## config.mk

```make
export PLATFORM = sky130hd
export DESIGN_NAME = rrs_exec
export DESIGN_NICKNAME = d
export VERILOG_FILES = /design/src/rtl/rrs_pkg.sv /design/src/rtl/rrs_exec.sv
export VERILOG_INCLUDE_DIRS = /design/src /design/src/rtl
export SDC_FILE = /design/constraint.sdc
export NUM_CORES = 1
export LEC_CHECK = 0
export ABC_AREA = 1
export BUFFER_PORTS_ARGS = -buffer_cell sky130_fd_sc_hd__buf_2
export CELL_PAD_IN_SITES_DETAIL_PLACEMENT = 1
export CELL_PAD_IN_SITES_GLOBAL_PLACEMENT = 1
export CORE_ASPECT_RATIO = 1.75
export CORE_MARGIN = 5
export CORE_UTILIZATION = 50
export CTS_CLUSTER_SIZE = 14
export DETAILED_ROUTE_END_ITERATION = 10
export HOLD_SLACK_MARGIN = 0.08
export MAX_ROUTING_LAYER = met4
export PLACE_DENSITY_LB_ADDON = 0.05
export SYNTH_ARGS = -nofsm -noshare
export SYNTH_HDL_FRONTEND = slang
export SYNTH_SLANG_ARGS = --single-unit
```

## constraint.sdc

```tcl
create_clock -name hclk -period 10.9 [get_ports hclk]
set_input_delay 0.545 -clock hclk [delete_from_list [all_inputs] [get_ports hclk]]
set_output_delay 0.545 -clock hclk [all_outputs]
set_load 0.005 [all_outputs]
```

## src/rtl/rrs_params.svh

```systemverilog
// constants for the return/rotate/subtract execution block
// assumes a 32-bit AHB-Lite register port with word-aligned byte offsets
`ifndef RRS_PARAMS_SVH
`define RRS_PARAMS_SVH
// register byte offsets
`define RRS_CMD_OFF 8'h00
`define RRS_ACC_OFF 8'h04
`define RRS_STAT_OFF 8'h08
`define RRS_PC_OFF 8'h0c
`define RRS_FSEL_OFF 8'h10
`define RRS_FDATA_OFF 8'h14
`define RRS_STACK_OFF 8'h18
// command fields
`define RRS_CMD_LIT_LSB 0
`define RRS_CMD_FADDR_LSB 8
`define RRS_CMD_DEST_BIT 14
`define RRS_CMD_OP_LSB 16
// status fields
`define RRS_ST_CARRY 0
`define RRS_ST_HALF 1
`define RRS_ST_ZERO 2
`define RRS_ST_GIE 3
`define RRS_ST_BUSY 4
`define RRS_ST_LVL_LSB 8
// operation codes
`define RRS_OP_NOP 3'h0
`define RRS_OP_RET_SUB 3'h1
`define RRS_OP_RET_INT 3'h2
`define RRS_OP_RET_LIT 3'h3
`define RRS_OP_ROT_L 3'h4
`define RRS_OP_ROT_R 3'h5
`define RRS_OP_SUB_BORROW 3'h6
// sizes and reset values
`define RRS_FILE_WORDS 64
`define RRS_STACK_DEPTH 4'h8
`define RRS_ACC_RST 8'h00
`define RRS_PC_RST 9'h000
`endif

```

## src/rtl/rrs_pkg.sv

```systemverilog
// types for the return/rotate/subtract execution block
// assumes rrs_params.svh for all numeric constants
package rrs_pkg;
  typedef enum logic [1:0] {ST_IDLE, ST_EXEC, ST_RET2} rrs_state_t;
endpackage

```

## src/rtl/rrs_exec.sv

```systemverilog
// execution unit for returns, rotates through carry and subtract with borrow
// assumes one AHB-Lite master, word transfers only, hready looped from hreadyout
//
// Chosen here: the placing of the registers and the AHB-Lite interface to the registers.
`timescale 1ns/1ps
`include "rrs_params.svh"

// Operation
// RULE_01: return_with_literal loads accumulator with literal, pops pc, sets enable, two cycles
// RULE_02: return_from_interrupt pops pc, sets global interrupt enable, two cycles
// RULE_03: subroutine_return pops pc, keeps global interrupt enable, two cycles
// RULE_04: every return lowers stack level by one, pc gets old top entry; at level 0 the code leaves level at 0
// RULE_05: rotate left: carry into bit 0, bit 7 to carry, one cycle
// RULE_06: rotate right: carry into bit 7, bit 0 to carry, one cycle
// RULE_07: destination bit 0 writes accumulator, 1 writes file register
// RULE_08: subtract computes file plus inverted accumulator plus carry, sets zero/half/carry
// RULE_09: no-operation only advances pc by one in one cycle
// RULE_10: file operands address 0..63; half carry is low-nibble carry out
module rrs_exec import rrs_pkg::*; (
  input wire logic hclk,
  input wire logic hresetn,
  input wire logic hsel,
  input wire logic [31:0] haddr,
  input wire logic [1:0] htrans,
  input wire logic hwrite,
  input wire logic [2:0] hsize,
  input wire logic [31:0] hwdata,
  input wire logic hready,
  output logic hreadyout,
  output logic [31:0] hrdata,
  output logic hresp,
  output logic exec_busy
);
  rrs_state_t state, next_state;
  logic [2:0] cmd_op, next_cmd_op;
  logic [7:0] cmd_lit, next_cmd_lit;
  logic [5:0] cmd_faddr, next_cmd_faddr;
  logic cmd_dest, next_cmd_dest;
  logic [7:0] accumulator, next_accumulator;
  logic carry, next_carry;
  logic half_carry_flag, next_half_carry_flag;
  logic zero, next_zero;
  logic global_interrupt_enable, next_global_interrupt_enable;
  logic [8:0] pc, next_pc;
  logic [3:0] level, next_level;
  logic [5:0] file_sel, next_file_sel;
  logic [7:0] file_mem [`RRS_FILE_WORDS];
  logic [7:0] stack_mem [8];
  logic wr_pend, next_wr_pend;
  logic [7:0] wr_addr, next_wr_addr;
  logic next_exec_busy;
  logic [31:0] next_hrdata;
  logic file_we;
  logic [5:0] file_waddr;
  logic [7:0] file_wdata;
  logic stack_we;
  logic [2:0] stack_waddr;
  logic [7:0] src_val;
  logic [7:0] stack_top;
  logic [3:0] lvl_m1;
  logic [7:0] rot_l;
  logic [7:0] rot_r;
  logic [8:0] sbc_sum;
  logic [4:0] sbc_low;
  logic accept;
  logic is_ret;

  assign accept = hsel && htrans[1] && hready;
  assign src_val = file_mem[cmd_faddr]; // RULE_10
  assign lvl_m1 = level - 4'h1;
  assign stack_top = stack_mem[lvl_m1[2:0]]; // RULE_04
  assign rot_l = {src_val[6:0], carry}; // RULE_05
  assign rot_r = {carry, src_val[7:1]}; // RULE_06
  assign sbc_sum = {1'b0, src_val} + {1'b0, ~accumulator} + {8'h00, carry}; // RULE_08
  assign sbc_low = {1'b0, src_val[3:0]} + {1'b0, ~accumulator[3:0]} + {4'h0, carry}; // RULE_10
  assign is_ret = (cmd_op == `RRS_OP_RET_SUB) || (cmd_op == `RRS_OP_RET_INT) ||
                  (cmd_op == `RRS_OP_RET_LIT);

  // execution and register writes
  always_comb begin
    logic [7:0] res;
    logic do_res;
    res = 8'h00;
    do_res = 1'b0;
    next_state = state;
    next_cmd_op = cmd_op;
    next_cmd_lit = cmd_lit;
    next_cmd_faddr = cmd_faddr;
    next_cmd_dest = cmd_dest;
    next_accumulator = accumulator;
    next_carry = carry;
    next_half_carry_flag = half_carry_flag;
    next_zero = zero;
    next_global_interrupt_enable = global_interrupt_enable;
    next_pc = pc;
    next_level = level;
    next_file_sel = file_sel;
    file_we = 1'b0;
    file_waddr = file_sel;
    file_wdata = hwdata[7:0];
    stack_we = 1'b0;
    stack_waddr = level[2:0];
    unique case (state)
      ST_IDLE: begin
        if (wr_pend) begin
          case (wr_addr)
            `RRS_CMD_OFF: begin
              next_cmd_lit = hwdata[`RRS_CMD_LIT_LSB +: 8];
              next_cmd_faddr = hwdata[`RRS_CMD_FADDR_LSB +: 6];
              next_cmd_dest = hwdata[`RRS_CMD_DEST_BIT];
              next_cmd_op = hwdata[`RRS_CMD_OP_LSB +: 3];
              next_state = ST_EXEC;
            end
            `RRS_ACC_OFF: next_accumulator = hwdata[7:0];
            `RRS_STAT_OFF: begin
              next_carry = hwdata[`RRS_ST_CARRY];
              next_half_carry_flag = hwdata[`RRS_ST_HALF];
              next_zero = hwdata[`RRS_ST_ZERO];
              next_global_interrupt_enable = hwdata[`RRS_ST_GIE];
            end
            `RRS_PC_OFF: next_pc = hwdata[8:0];
            `RRS_FSEL_OFF: next_file_sel = hwdata[5:0];
            `RRS_FDATA_OFF: file_we = 1'b1;
            `RRS_STACK_OFF: begin
              if (level < `RRS_STACK_DEPTH) begin
                stack_we = 1'b1;
                next_level = level + 4'h1;
              end
            end
            default: ;
          endcase
        end
      end
      ST_EXEC: begin
        next_state = ST_IDLE;
        if (is_ret) begin
          next_state = ST_RET2; // RULE_01 RULE_02 RULE_03
        end else begin
          next_pc = pc + 9'h001; // RULE_09
          case (cmd_op)
            `RRS_OP_ROT_L: begin
              res = rot_l;
              do_res = 1'b1;
              next_carry = src_val[7]; // RULE_05
            end
            `RRS_OP_ROT_R: begin
              res = rot_r;
              do_res = 1'b1;
              next_carry = src_val[0]; // RULE_06
            end
            `RRS_OP_SUB_BORROW: begin
              res = sbc_sum[7:0];
              do_res = 1'b1;
              next_carry = sbc_sum[8]; // RULE_08
              next_half_carry_flag = sbc_low[4]; // RULE_10
              next_zero = (sbc_sum[7:0] == 8'h00);
            end
            default: ;
          endcase
        end
      end
      ST_RET2: begin
        next_state = ST_IDLE;
        next_pc = {1'b0, stack_top}; // RULE_04
        if (level != 4'h0) begin
          next_level = lvl_m1; // RULE_04
        end
        if (cmd_op != `RRS_OP_RET_SUB) begin
          next_global_interrupt_enable = 1'b1; // RULE_01 RULE_02
        end
        if (cmd_op == `RRS_OP_RET_LIT) begin
          next_accumulator = cmd_lit; // RULE_01
        end
      end
    endcase
    if (do_res) begin
      if (cmd_dest) begin
        file_we = 1'b1; // RULE_07
        file_waddr = cmd_faddr;
        file_wdata = res;
      end else begin
        next_accumulator = res; // RULE_07
      end
    end
  end

  // bus side: address phase capture and read mux
  always_comb begin
    next_wr_pend = accept && hwrite;
    next_wr_addr = accept ? haddr[7:0] : wr_addr;
    next_exec_busy = (next_state != ST_IDLE);
    next_hrdata = hrdata;
    if (accept && !hwrite) begin
      next_hrdata = 32'h0000_0000;
      case (haddr[7:0])
        `RRS_CMD_OFF: next_hrdata = {13'h0000, cmd_op, 1'b0, cmd_dest, cmd_faddr, cmd_lit};
        `RRS_ACC_OFF: next_hrdata = {24'h000000, accumulator};
        `RRS_STAT_OFF: next_hrdata = {20'h00000, level, 3'h0, exec_busy,
                                     global_interrupt_enable, zero, half_carry_flag, carry};
        `RRS_PC_OFF: next_hrdata = {23'h000000, pc};
        `RRS_FSEL_OFF: next_hrdata = {26'h0000000, file_sel};
        `RRS_FDATA_OFF: next_hrdata = {24'h000000, file_mem[file_sel]};
        `RRS_STACK_OFF: next_hrdata = {24'h000000, stack_top};
        default: ;
      endcase
    end
  end

  always_ff @(posedge hclk or negedge hresetn) begin
    if (!hresetn) begin
      state <= ST_IDLE;
      cmd_op <= `RRS_OP_NOP;
      cmd_lit <= 8'h00;
      cmd_faddr <= 6'h00;
      cmd_dest <= 1'b0;
      accumulator <= `RRS_ACC_RST;
      carry <= 1'b0;
      half_carry_flag <= 1'b0;
      zero <= 1'b0;
      global_interrupt_enable <= 1'b0;
      pc <= `RRS_PC_RST;
      level <= 4'h0;
      file_sel <= 6'h00;
      wr_pend <= 1'b0;
      wr_addr <= 8'h00;
      exec_busy <= 1'b0;
      hrdata <= 32'h0000_0000;
      hreadyout <= 1'b0;
      hresp <= 1'b0;
    end else begin
      state <= next_state;
      cmd_op <= next_cmd_op;
      cmd_lit <= next_cmd_lit;
      cmd_faddr <= next_cmd_faddr;
      cmd_dest <= next_cmd_dest;
      accumulator <= next_accumulator;
      carry <= next_carry;
      half_carry_flag <= next_half_carry_flag;
      zero <= next_zero;
      global_interrupt_enable <= next_global_interrupt_enable;
      pc <= next_pc;
      level <= next_level;
      file_sel <= next_file_sel;
      wr_pend <= next_wr_pend;
      wr_addr <= next_wr_addr;
      exec_busy <= next_exec_busy;
      hrdata <= next_hrdata;
      hreadyout <= 1'b1;
      hresp <= 1'b0;
    end
  end

  // file and stack storage
  always_ff @(posedge hclk) begin
    if (file_we) begin
      file_mem[file_waddr] <= file_wdata;
    end
    if (stack_we) begin
      stack_mem[stack_waddr] <= hwdata[7:0];
    end
  end
endmodule // rrs_exec

```

==> impl_results.md, run 1 <==
- Outcome: complete, no violations
- Post-route DRC violation count: 0
- Maximum clock rate: 0.152 GHz
- Crit-path cells: inv_4 -> buf_4 -> nand3_1 -> nand3_1 -> nand2_1 -> nand2_1 -> nand3_1 -> nand3_1 -> nand2_1 -> fa_1 -> fa_1 -> nand3_1 -> nand3_1 -> xor2_1 -> nand2_1 -> nand3_1 -> nor2_1 -> nor2_4 -> buf_4
- Setup TNS: 0 ns
- Clk_lat worst skew: 0.65 ns
- Initial core utilization: 0.504
- Mapped cell area: 34100 um^2
- Final net count: 3872
- Crit path max-delay family: simple AND/OR/NAND/NOR gates
- Row count: 126
- Post-CTS Setup Bufs: 0
- Async SR Flop Fraction: 0.122
- Critical Path End Type: register
- Final hold slack: 0.130 ns
- Slew margin rel.: 0.162
- Dpl cells: 4615
- Gpl congestion: 0.922
- Leak: 14.3 nW
- Comb power frac: 0.215
- Crit path max-delay cell type: dfrtp_4
- Clock skew: 0.0225 ns
- Number of global-route vias before repair: 32.0k
- Core box area: 67600 um^2
- Detailed Route WL: 127000 um
- Commonest non-fill, non-tap cell in the layout: nand2_1
- Critical path fanouts, max: 52
- DRT antenna net count: 0
- Clock buffer count from CTS: 60
- Flop pwr share: 0.452
- Number of I/O pins: 109
- Commonest non-fill, non-tap cells in the layout: nand2_1 (1392), nand3_1 (785), edfxtp_1 (576)
- Layout cell share with drive strength beyond 1: 0.0689
- First-pass GRT wire length: 189000 um
- Count of state elements after synthesis: 656
- Buffers & Inverters on Critical Path: 3
- CTS tree: yes
- Cells after Synth: 3874
- Reg2reg setup slack: 4.32 ns
- Synth Area per Inst: 8.81 um^2
- Gr ovfl total: 0
- Post-synthesis sequential area ratio: 0.566
- Hold Crit Start: hwrite
- Post-cts hold buffer count: 1
- Sw Ratio: 0.320
- GRT Util Overall: 0.343
- Synth Flop Type: edfxtp_1
- Die H: 356 um
- Worst vdd ir: 0.143 mV
- Final setup violation count: 0
- Vias per cell: 6.25
- R2R Path Start: cmd_faddr[1]
- Via count: 29.5k
- Area added between synthesis and finish: 6.63%
- Critical Path RT: 11.27 ns
- P_int: 4.31 mW
- Largest net degree at the start of global routing: 199
- Critical path origin: cmd_faddr[1]
- Yosys cell types: 57
- Maximum buffer depth of the clock tree: 3
- Critical path startpoint category: register
- DP HPWL: 79500 um
- HP Class: primary input to register
- Starting DRT DRC Count: 2141
- Final Hold Vio Count: 0
- Max Transition Viols Final: 0
- P_sw: 2.03 mW
- H-tree depth: 2
- Post-CTS Resized: 0
- Clk sinks: 656
- Clock slew at reported path FFs: 0.06 ns
- Chip width: 207 um
- TritonRoute pass-1 iters: 7
- Tot Pwr: 6.33 mW
- Yosys warns: 0
- Initial antenna violation count: 2
- Clock share of power: 0.333
- Post-Layout Cell Count: 4726
- Clock Tree Root: clkbuf_16
- DR WL/cell: 26.8 um
- Port Buffers: 51
- Crit Path Category: register to register
- Fin crit period: 6.58 ns
- Top cell by count, worst path: nand3_1
- EDFF count, synth: 576
- Fin util: 0.538
- Max cap viols: 0
- Worst path max stage delay: 0.76 ns
- Die ar.: 73800 um^2
- Worst-Margin Slew: 1.25 ns
- PD cells: 174 nW/um^2
- Worst endpoint data arrival time: 6.95 ns
- RSZ-0062 raised after global routing: no
- Crit share post-route: 0.604
## worst paths after layout
path	endpoint	depth (start not counted)
max	file_mem[1][4]	19
min	wr_pend	3
max reg2reg	file_mem[1][4]	19
min reg2reg	hrdata[3]	2
max in group asynchronous	cmd_faddr[1]	3
min in group asynchronous	hrdata[11]	2
## cells in the mapped netlist, types with 4 or more instances
| cell | instances | area [um^2] |
|---|---|---|
| o31ai_1 | 30 | 225 |
| mux2_2 | 4 | 45.0 |
| nand2_1 | 1392 | 5230 |
| buf_4 | 45 | 338 |
| o21ai_1 | 5 | 25.0 |
| ha_1 | 14 | 175 |
| inv_2 | 14 | 52.6 |
| nor2_1 | 209 | 785 |
| dfrtp_1 | 80 | 2000 |
| a21oi_1 | 120 | 601 |
| o21ai_0 | 100 | 500 |
| nor3_1 | 22 | 110 |
| nand2_2 | 12 | 75.1 |
| buf_2 | 109 | 546 |
| edfxtp_1 | 576 | 17300 |
| xnor2_1 | 4 | 35.0 |
| nand3_1 | 785 | 3930 |
| buf_6 | 32 | 360 |
| clkbuf_1 | 62 | 233 |
| buf_1 | 19 | 71.3 |
| inv_1 | 101 | 379 |
| nand3_2 | 7 | 70.1 |
| nor3_2 | 6 | 60.1 |
| o211ai_1 | 15 | 113 |
| clkinv_1 | 7 | 26.3 |
| nor4_1 | 7 | 43.8 |
| o22ai_1 | 39 | 244 |
| xor2_1 | 8 | 70.1 |
## worst min-delay path: stages
cell and delay (ns):
buf_2 0.11, inv_1 0.04, nor2_1 0.04
## sequential cells by signal (all words and copies together), names as in the netlist, 2 cells and up
name and count:
file_mem 512, stack_mem 64, hrdata 18, pc 9, accumulator 8, cmd_lit 8, wr_addr 8, cmd_faddr 6
file_sel 6, level 4, cmd_op 3, state 2
## power groups by stage
stage               Combinational [mW]  Clock, mW  Sequential (mW)
finish                            1.36       2.11             2.86
global route                      1.47       2.22             2.87
CTS                               1.34       2.12             2.86
detailed placement                1.33          0             2.91
global placement                  1.29          0             2.91
floorplan                        0.940          0             2.87
## per-stage QoR
step           instance area (um^2)  worst slack [ns]
6_report                      36400              4.32
5_1_grt                       36400              4.06
4_1_cts                       36400              4.47
3_5_place_dp                  34500              4.49
3_3_place_gp                  34500              4.56
2_1_floorplan                 34200              5.90
## metal layers
layer / global-route usage / part of all wire
met2: 0.605 / 0.51
met5: - / 0
met4: 0.217 / 0.076
met1: 0.362 / 0.35
met3: 0.0456 / 0.059
## cell type report
cell class | instances | area (um^2)
antenna | 1 | 2.50
clock buffer | 73 | 1590
clock inverter | 36 | 289
fill | 7869 | 31300
inverter | 126 | 500
multi-input combinational | 2838 | 12900
sequential | 656 | 19300
tap | 896 | 1120
timing repair buffer | 100 | 678
## cell families (layout without fill, tap and decap cells)
kind of cell	after synthesis	after routing	share of synthesized area
buf+inv	394	335	0.0600
other cells	2	17	0.000220
compound gates	328	328	0.0551
mux	5	5	0.00161
fa+ha+maj	16	16	0.00631
xor+xnor	12	12	0.00308
flops	656	656	0.566
simple gates	2461	2461	0.308
No activity file was read; power rests on OpenSTA's default activity.
==> run 2, diff against run 1 <==
- CORE_UTILIZATION: 50 -> 44
- clock period: 10.9 -> 5.45 ns (I/O delays scaled with it)
==> impl_results.md, run 2 (synthesized netlist as in run 1, its figures left out) <==
- GRT Util Overall: 0.326
- Top flop regs: file_mem (512), stack_mem (64), hrdata (18)
- Detailed Route WL: 134000 um
- CTS tree: yes
- Clock Tree Root: clkbuf_16
- Worst slack at placement: 0.689 ns
- Slew margin rel.: 0.200
- Clock slew at reported path FFs: 0.06 ns
- PD cells: 352 nW/um^2
- Post-CTS Resized: 0
- Leak: 14.9 nW
- DRT antenna net count: 0
- H-tree depth: 3
- Post-route setup slack: 0.531 ns
- Via count: 29.4k
- Crit Path Category: register to register
- Final net count: 3957
- Worst vdd ir: 0.304 mV
- Tot Pwr: 13.2 mW
- Finished Cell Area: 37600 um^2
- Layout cell share with drive strength beyond 1: 0.0830
- Clk sinks: 656
- DP HPWL: 86800 um
- Fin crit period: 4.92 ns
- Outcome: complete, no violations
- Worst endpoint data arrival time: 5.35 ns
- First-pass GRT wire length: 196000 um
- Clock skew: 0.0276 ns
- RSZ-0062 raised after global routing: no
- Crit path max-delay cell type: dfrtp_4
- Clock buffer count from CTS: 68
- Largest net degree at the start of global routing: 145
- Number of global-route vias before repair: 31.5k
- Setup TNS: 0 ns
- Final Hold Vio Count: 0
- Critical Path End Type: register
- Post-route DRC violation count: 0
- Max cap viols: 0
- Post-Layout Cell Count: 4944
- HP Class: primary input to register
- Initial antenna violation count: 1
- Top cell by count, worst path: nand3_1
- Critical path fanouts, max: 90
- Starting DRT DRC Count: 2275
- Crit share post-route: 0.902
- Commonest non-fill, non-tap cells in the layout: nand2_1 (1392), nand3_1 (785), edfxtp_1 (576)
- Number of I/O pins: 109
- Post-DP Area: 35200 um^2
- Final setup violation count: 0
- Clk_lat worst skew: 0.66 ns
- DR WL/cell: 27.0 um
- Worst-Margin Slew: 1.20 ns
- Critical Path RT: 5.88 ns
- Most flop-heavy register: file_mem
- Fin util: 0.487
- Crit-path cells: inv_8 -> buf_12 -> nand2_1 -> nand3_1 -> nand3_1 -> nand2_1 -> nand2_1 -> nand3_1 -> nand3_1 -> nand2_2 -> ha_1 -> a21oi_1 -> nand2_1 -> nand2_1 -> nand3_1 -> xnor2_1 -> o21ai_0 -> inv_1 -> nand3_1 -> o21ai_0 -> inv_2 -> buf_12
- Vias per cell: 5.95
- Core box area: 77200 um^2
- Critical path startpoint category: register
- Commonest non-fill, non-tap cell in the layout: nand2_1
- Gr ovfl total: 0
- Maximum clock rate: 0.203 GHz
- Gpl congestion: 0.973
- Max Transition Viols Final: 0
- Die H: 378 um
- Chip width: 221 um
- Dpl cells: 4795
- Final hold slack: 0.236 ns
- Number of flip-flops in the largest register: 512
- TritonRoute pass-1 iters: 5
- Worst path max stage delay: 0.54 ns
- Maximum buffer depth of the clock tree: 3
- Port Buffers: 51
- Area added between synthesis and finish: 10.3%
- Row count: 135
- Initial core utilization: 0.442
- Die ar.: 83400 um^2
[run 2: cell types whose count changed in the layout (fill, tap and decap cells not counted), moves of 2 or more]
| cell | delta |
|---|---|
| clkinv_1 | -5 |
| clkinvlp_4 | +2 |
| dlygate4sd3_1 | +28 |
| buf_12 | +15 |
| buf_4 | +34 |
| clkbuf_16 | +11 |
| nor3_2 | -2 |
| clkbuf_4 | +2 |
| nor3_1 | +2 |
[run 2: cell type report]
cell class              instances  area, um^2
multi-input cells            2838       12900
repair buffers                177        1510
diodes                          1        2.50
flip-flops and latches        656       19300
fillers                      8876       39600
clock inverters                34         267
clock buffers                  85        1870
well taps                    1027        1280
inverters                     126         500
[run 2: per-layer routing]
layer,part of all wire,global-route usage,vias to the layer above
li1,-,-,13200
met1,0.35,0.333,14800
met2,0.51,0.565,991
met3,0.044,0.0378,457
met4,0.091,0.251,0
met5,0,-,-
[run 2: worst max-delay path: cells and delay by family, from the launching register on]
family | cells | cell delay, ns
compound gates | 3 | 0.60
xor+xnor | 1 | 0.16
fa+ha+maj | 1 | 0.29
buf+inv | 5 | 1.38
flops | 1 | 0.54
simple gates | 12 | 1.54
[run 2: what timing repair did]
action | CTS | global route
endpoints found under the hold margin | 107 | 0
buffers inserted | 0 | 0
hold buffers | 29 | 0
[run 2: report_power, final]
part	leakage, nW	total [mW]	switching (mW)	internal, mW
logic	7.71	2.93	2.12	0.808
clock network	1.05	4.63	2.02	2.62
registers	6.12	5.68	0.102	5.58
[run 2: path summary, 6_finish.rpt]
path                                    to  slack [ns]         start  depth (start not counted)
min in group asynchronous        hrdata[0]        0.42       hresetn                          3
setup reg to reg           file_mem[17][7]        0.53  cmd_faddr[0]                         22
max in group asynchronous      file_sel[0]        3.97       hresetn                          3
hold / removal                     wr_pend        0.24     htrans[1]                          3
hold reg to reg                   level[3]        0.47      level[3]                          1
setup / recovery           file_mem[17][7]        0.53  cmd_faddr[0]                         22
==> run 3, diff against run 2 <==
- ABC_AREA: 1 -> unset
- CORE_UTILIZATION: 44 -> 49
==> impl_results.md, run 3 <==
- Clk_lat worst skew: 0.66 ns
- Maximum buffer depth of the clock tree: 3
- Compound-gate portion of the synthesized area: 0.0575
- Slew margin rel.: 0.133
- Post-CTS Resized: 0
- Worst vdd ir: 0.313 mV
- Reg2Reg Depth: 17
- Post-Synth Simple-Gate Area: 0.0536
- Fill count: 5839
- Post-synthesis sequential area ratio: 0.613
- TritonRoute pass-1 iters: 6
- Largest family of logic cells by synthesized area: multiplexers
- Critical Path RT: 5.88 ns
- Core box area: 64000 um^2
- Number of flip-flops in the largest register: 512
- Port Buffers: 51
- Initial core utilization: 0.492
- Commonest non-fill, non-tap cells in the layout: edfxtp_1 (576), mux4_2 (287), buf_4 (137)
- Post-cts hold buffer count: 24
- HP Class: primary input to async pin
- Area added between synthesis and finish: 13.4%
- Clock slew at reported path FFs: 0.07 ns
- Synth Area per Inst: 16.9 um^2
- Commonest non-fill, non-tap cell in the layout: edfxtp_1
- Fin util: 0.558
- Count of state elements after synthesis: 656
- Synth top area share: 0.549
- Adder-cell share of the synthesized area: 0.00683
- Post-route DRC violation count: 0
- Vias per cell: 6.75
- Final Hold Vio Count: 0
- Largest net degree at the start of global routing: 65
- Number of I/O pins: 109
- Synth top cells by count: edfxtp_1 (576), mux4_2 (287), nor2_1 (135)
- Synth area leaders: edfxtp_1 (55%), mux4_2 (21%), dfrtp_1 (6.4%), mux2i_1 (1.9%), nor2_1 (1.6%)
- Final net count: 2127
- Max Transition Viols Final: 0
- Setup TNS: 0 ns
- R2R Path Start: cmd_faddr[4]
- Maximum clock rate: 0.187 GHz
- DRT antenna net count: 0
- Chip width: 202 um
- Crit Path Category: register to register
- Initial antenna violation count: 0
- Area occupied by multi-input gates: 11500 um^2
- GRT Util Overall: 0.317
- Yosys cell types: 79
- EDFF count, synth: 576
- # diodes: 0
- Critical Path End Type: register
- Leak: 11.8 nW
- Cells after Synth: 1868
- Sequential cell area: 19300 um^2
- R2R Path End: file_mem[13][4]
- Tot Pwr: 12.8 mW
- Gpl congestion: 0.921
- Worst endpoint data arrival time: 5.79 ns
- Clock buffer count from CTS: 61
- Die ar.: 69600 um^2
- Crit share post-route: 0.983
- Xor and xnor area share after synthesis: 0.00306
- Post-CTS Setup Bufs: 0
- Async SR Flop Fraction: 0.122
- DP HPWL: 77100 um
- CTS tree: yes
- Row count: 123
- Clock skew: 0.0449 ns
- Worst-Margin Slew: 1.29 ns
- Detailed Route WL: 107000 um
- Number of global-route vias before repair: 21.1k
- H-tree depth: 2
- Final setup violation count: 0
- Mux share of post-synthesis cell area: 0.239
- DR WL/cell: 36.9 um
- First-pass GRT wire length: 154000 um
- Critical path startpoint category: register
- Via count: 19.5k
- Clock Tree Root: clkbuf_16
- Mapped cell area: 31500 um^2
- RSZ-0062 raised after global routing: no
- Top flop regs: file_mem (512), stack_mem (64), hrdata (18)
- Yosys warns: 0
- Die H: 345 um
- Cell accounting for the most synthesized area: edfxtp_1
- Synth Flop Type: edfxtp_1
- Outcome: complete, no violations
- Most flop-heavy register: file_mem
- Max cap viols: 0
- Reg2reg setup slack: 0.09 ns
- Gr ovfl total: 0
- Critical path fanouts, max: 24
- Layout cell share with drive strength beyond 1: 0.306
- PD cells: 358 nW/um^2
- Fin crit period: 5.36 ns
- Most common cell in the netlist: edfxtp_1
- Starting DRT DRC Count: 1679
- Clk sinks: 656
## run 3: changes by cell type in the layout (fill, tap and decap cells not counted), moves of 68 or more
cell,change
inv_1,-74
nand3_1,-751
nor2_1,-68
mux4_2,+287
nand2_1,-1270
a21oi_1,-91
## run 3: worst max-delay path by stage
stage	from	endpoint	slack (ns)	cells past startpoint
final	cmd_faddr[4]	file_mem[13][4]	0.09	17
after global placement	cmd_faddr[4]	file_mem[12][4]	0.31	17
after detailed placement	cmd_faddr[4]	file_mem[14][4]	0.28	17
after CTS	cmd_faddr[4]	file_mem[15][4]	0.19	17
after floorplan	cmd_faddr[0]	file_mem[0][2]	0.02	13
after global routing	cmd_faddr[4]	file_mem[15][4]	0.04	17
## run 3: stage by stage
step / cells / setup slack, ns / hold WS [ns] / cell area [um^2]
final: 2894 / 0.0947 / 0.103 / 35700
after global routing: 2894 / 0.0442 / 0.0815 / 35700
after detailed placement: 2762 / 0.283 / 0.252 / 33500
after CTS: 2894 / 0.190 / 0.0803 / 35700
after floorplan: 1882 / 0.0180 / -0.0231 / 31600
after global placement: 2762 / 0.310 / 0.248 / 33500
## run 3: logic make-up after synthesis
| kind of cell | count (synthesis) |
|---|---|
| AND/OR/NAND/NOR | 375 |
| adder cells (fa/ha/maj) | 16 |
| other | 2 |
| AO/OA/AOI/OAI | 256 |
| multiplexers | 388 |
| buffers and inverters | 164 |
| XOR/XNOR | 11 |
| flip-flops | 656 |
## run 3: layout make-up
cell class,instances,area share
multi-input cells,1062,0.322
inverters,30,0.00315
well taps,812,0.0285
clock buffers,73,0.0440
repair buffers,226,0.0510
flip-flops and latches,656,0.541
clock inverters,35,0.0106
## run 3: worst max-delay path, stage by stage, from the launching register on
cell and delay [ns]:
dfrtp_1 0.61, buf_4 0.31, nor2_1 0.71, a32oi_1 0.31, o2111ai_1 0.23, o21ai_0 0.16, buf_4 0.19, fa_1 0.42
fa_1 0.46, a21o_1 0.19, a21oi_1 0.23, buf_4 0.16, xnor2_1 0.09, nor2_1 0.19, a211oi_1 0.09, buf_4 0.20
o21ai_4 0.26, buf_4 0.32
## run 3: power breakdown
group	switching (mW)	internal [mW]	leakage, nW
Clock	1.91	2.42	0.952
Sequential	0.236	5.60	6.18
Combinational	1.58	1.03	4.62
## run 3: metal layers
| layer | vias up | share of wire | global-route usage |
|---|---|---|---|
| met5 | - | 0 | - |
| met4 | 0 | 0.086 | 0.208 |
| met3 | 318 | 0.052 | 0.0409 |
| met2 | 809 | 0.53 | 0.551 |
| met1 | 10400 | 0.33 | 0.338 |
| li1 | 8003 | - | - |
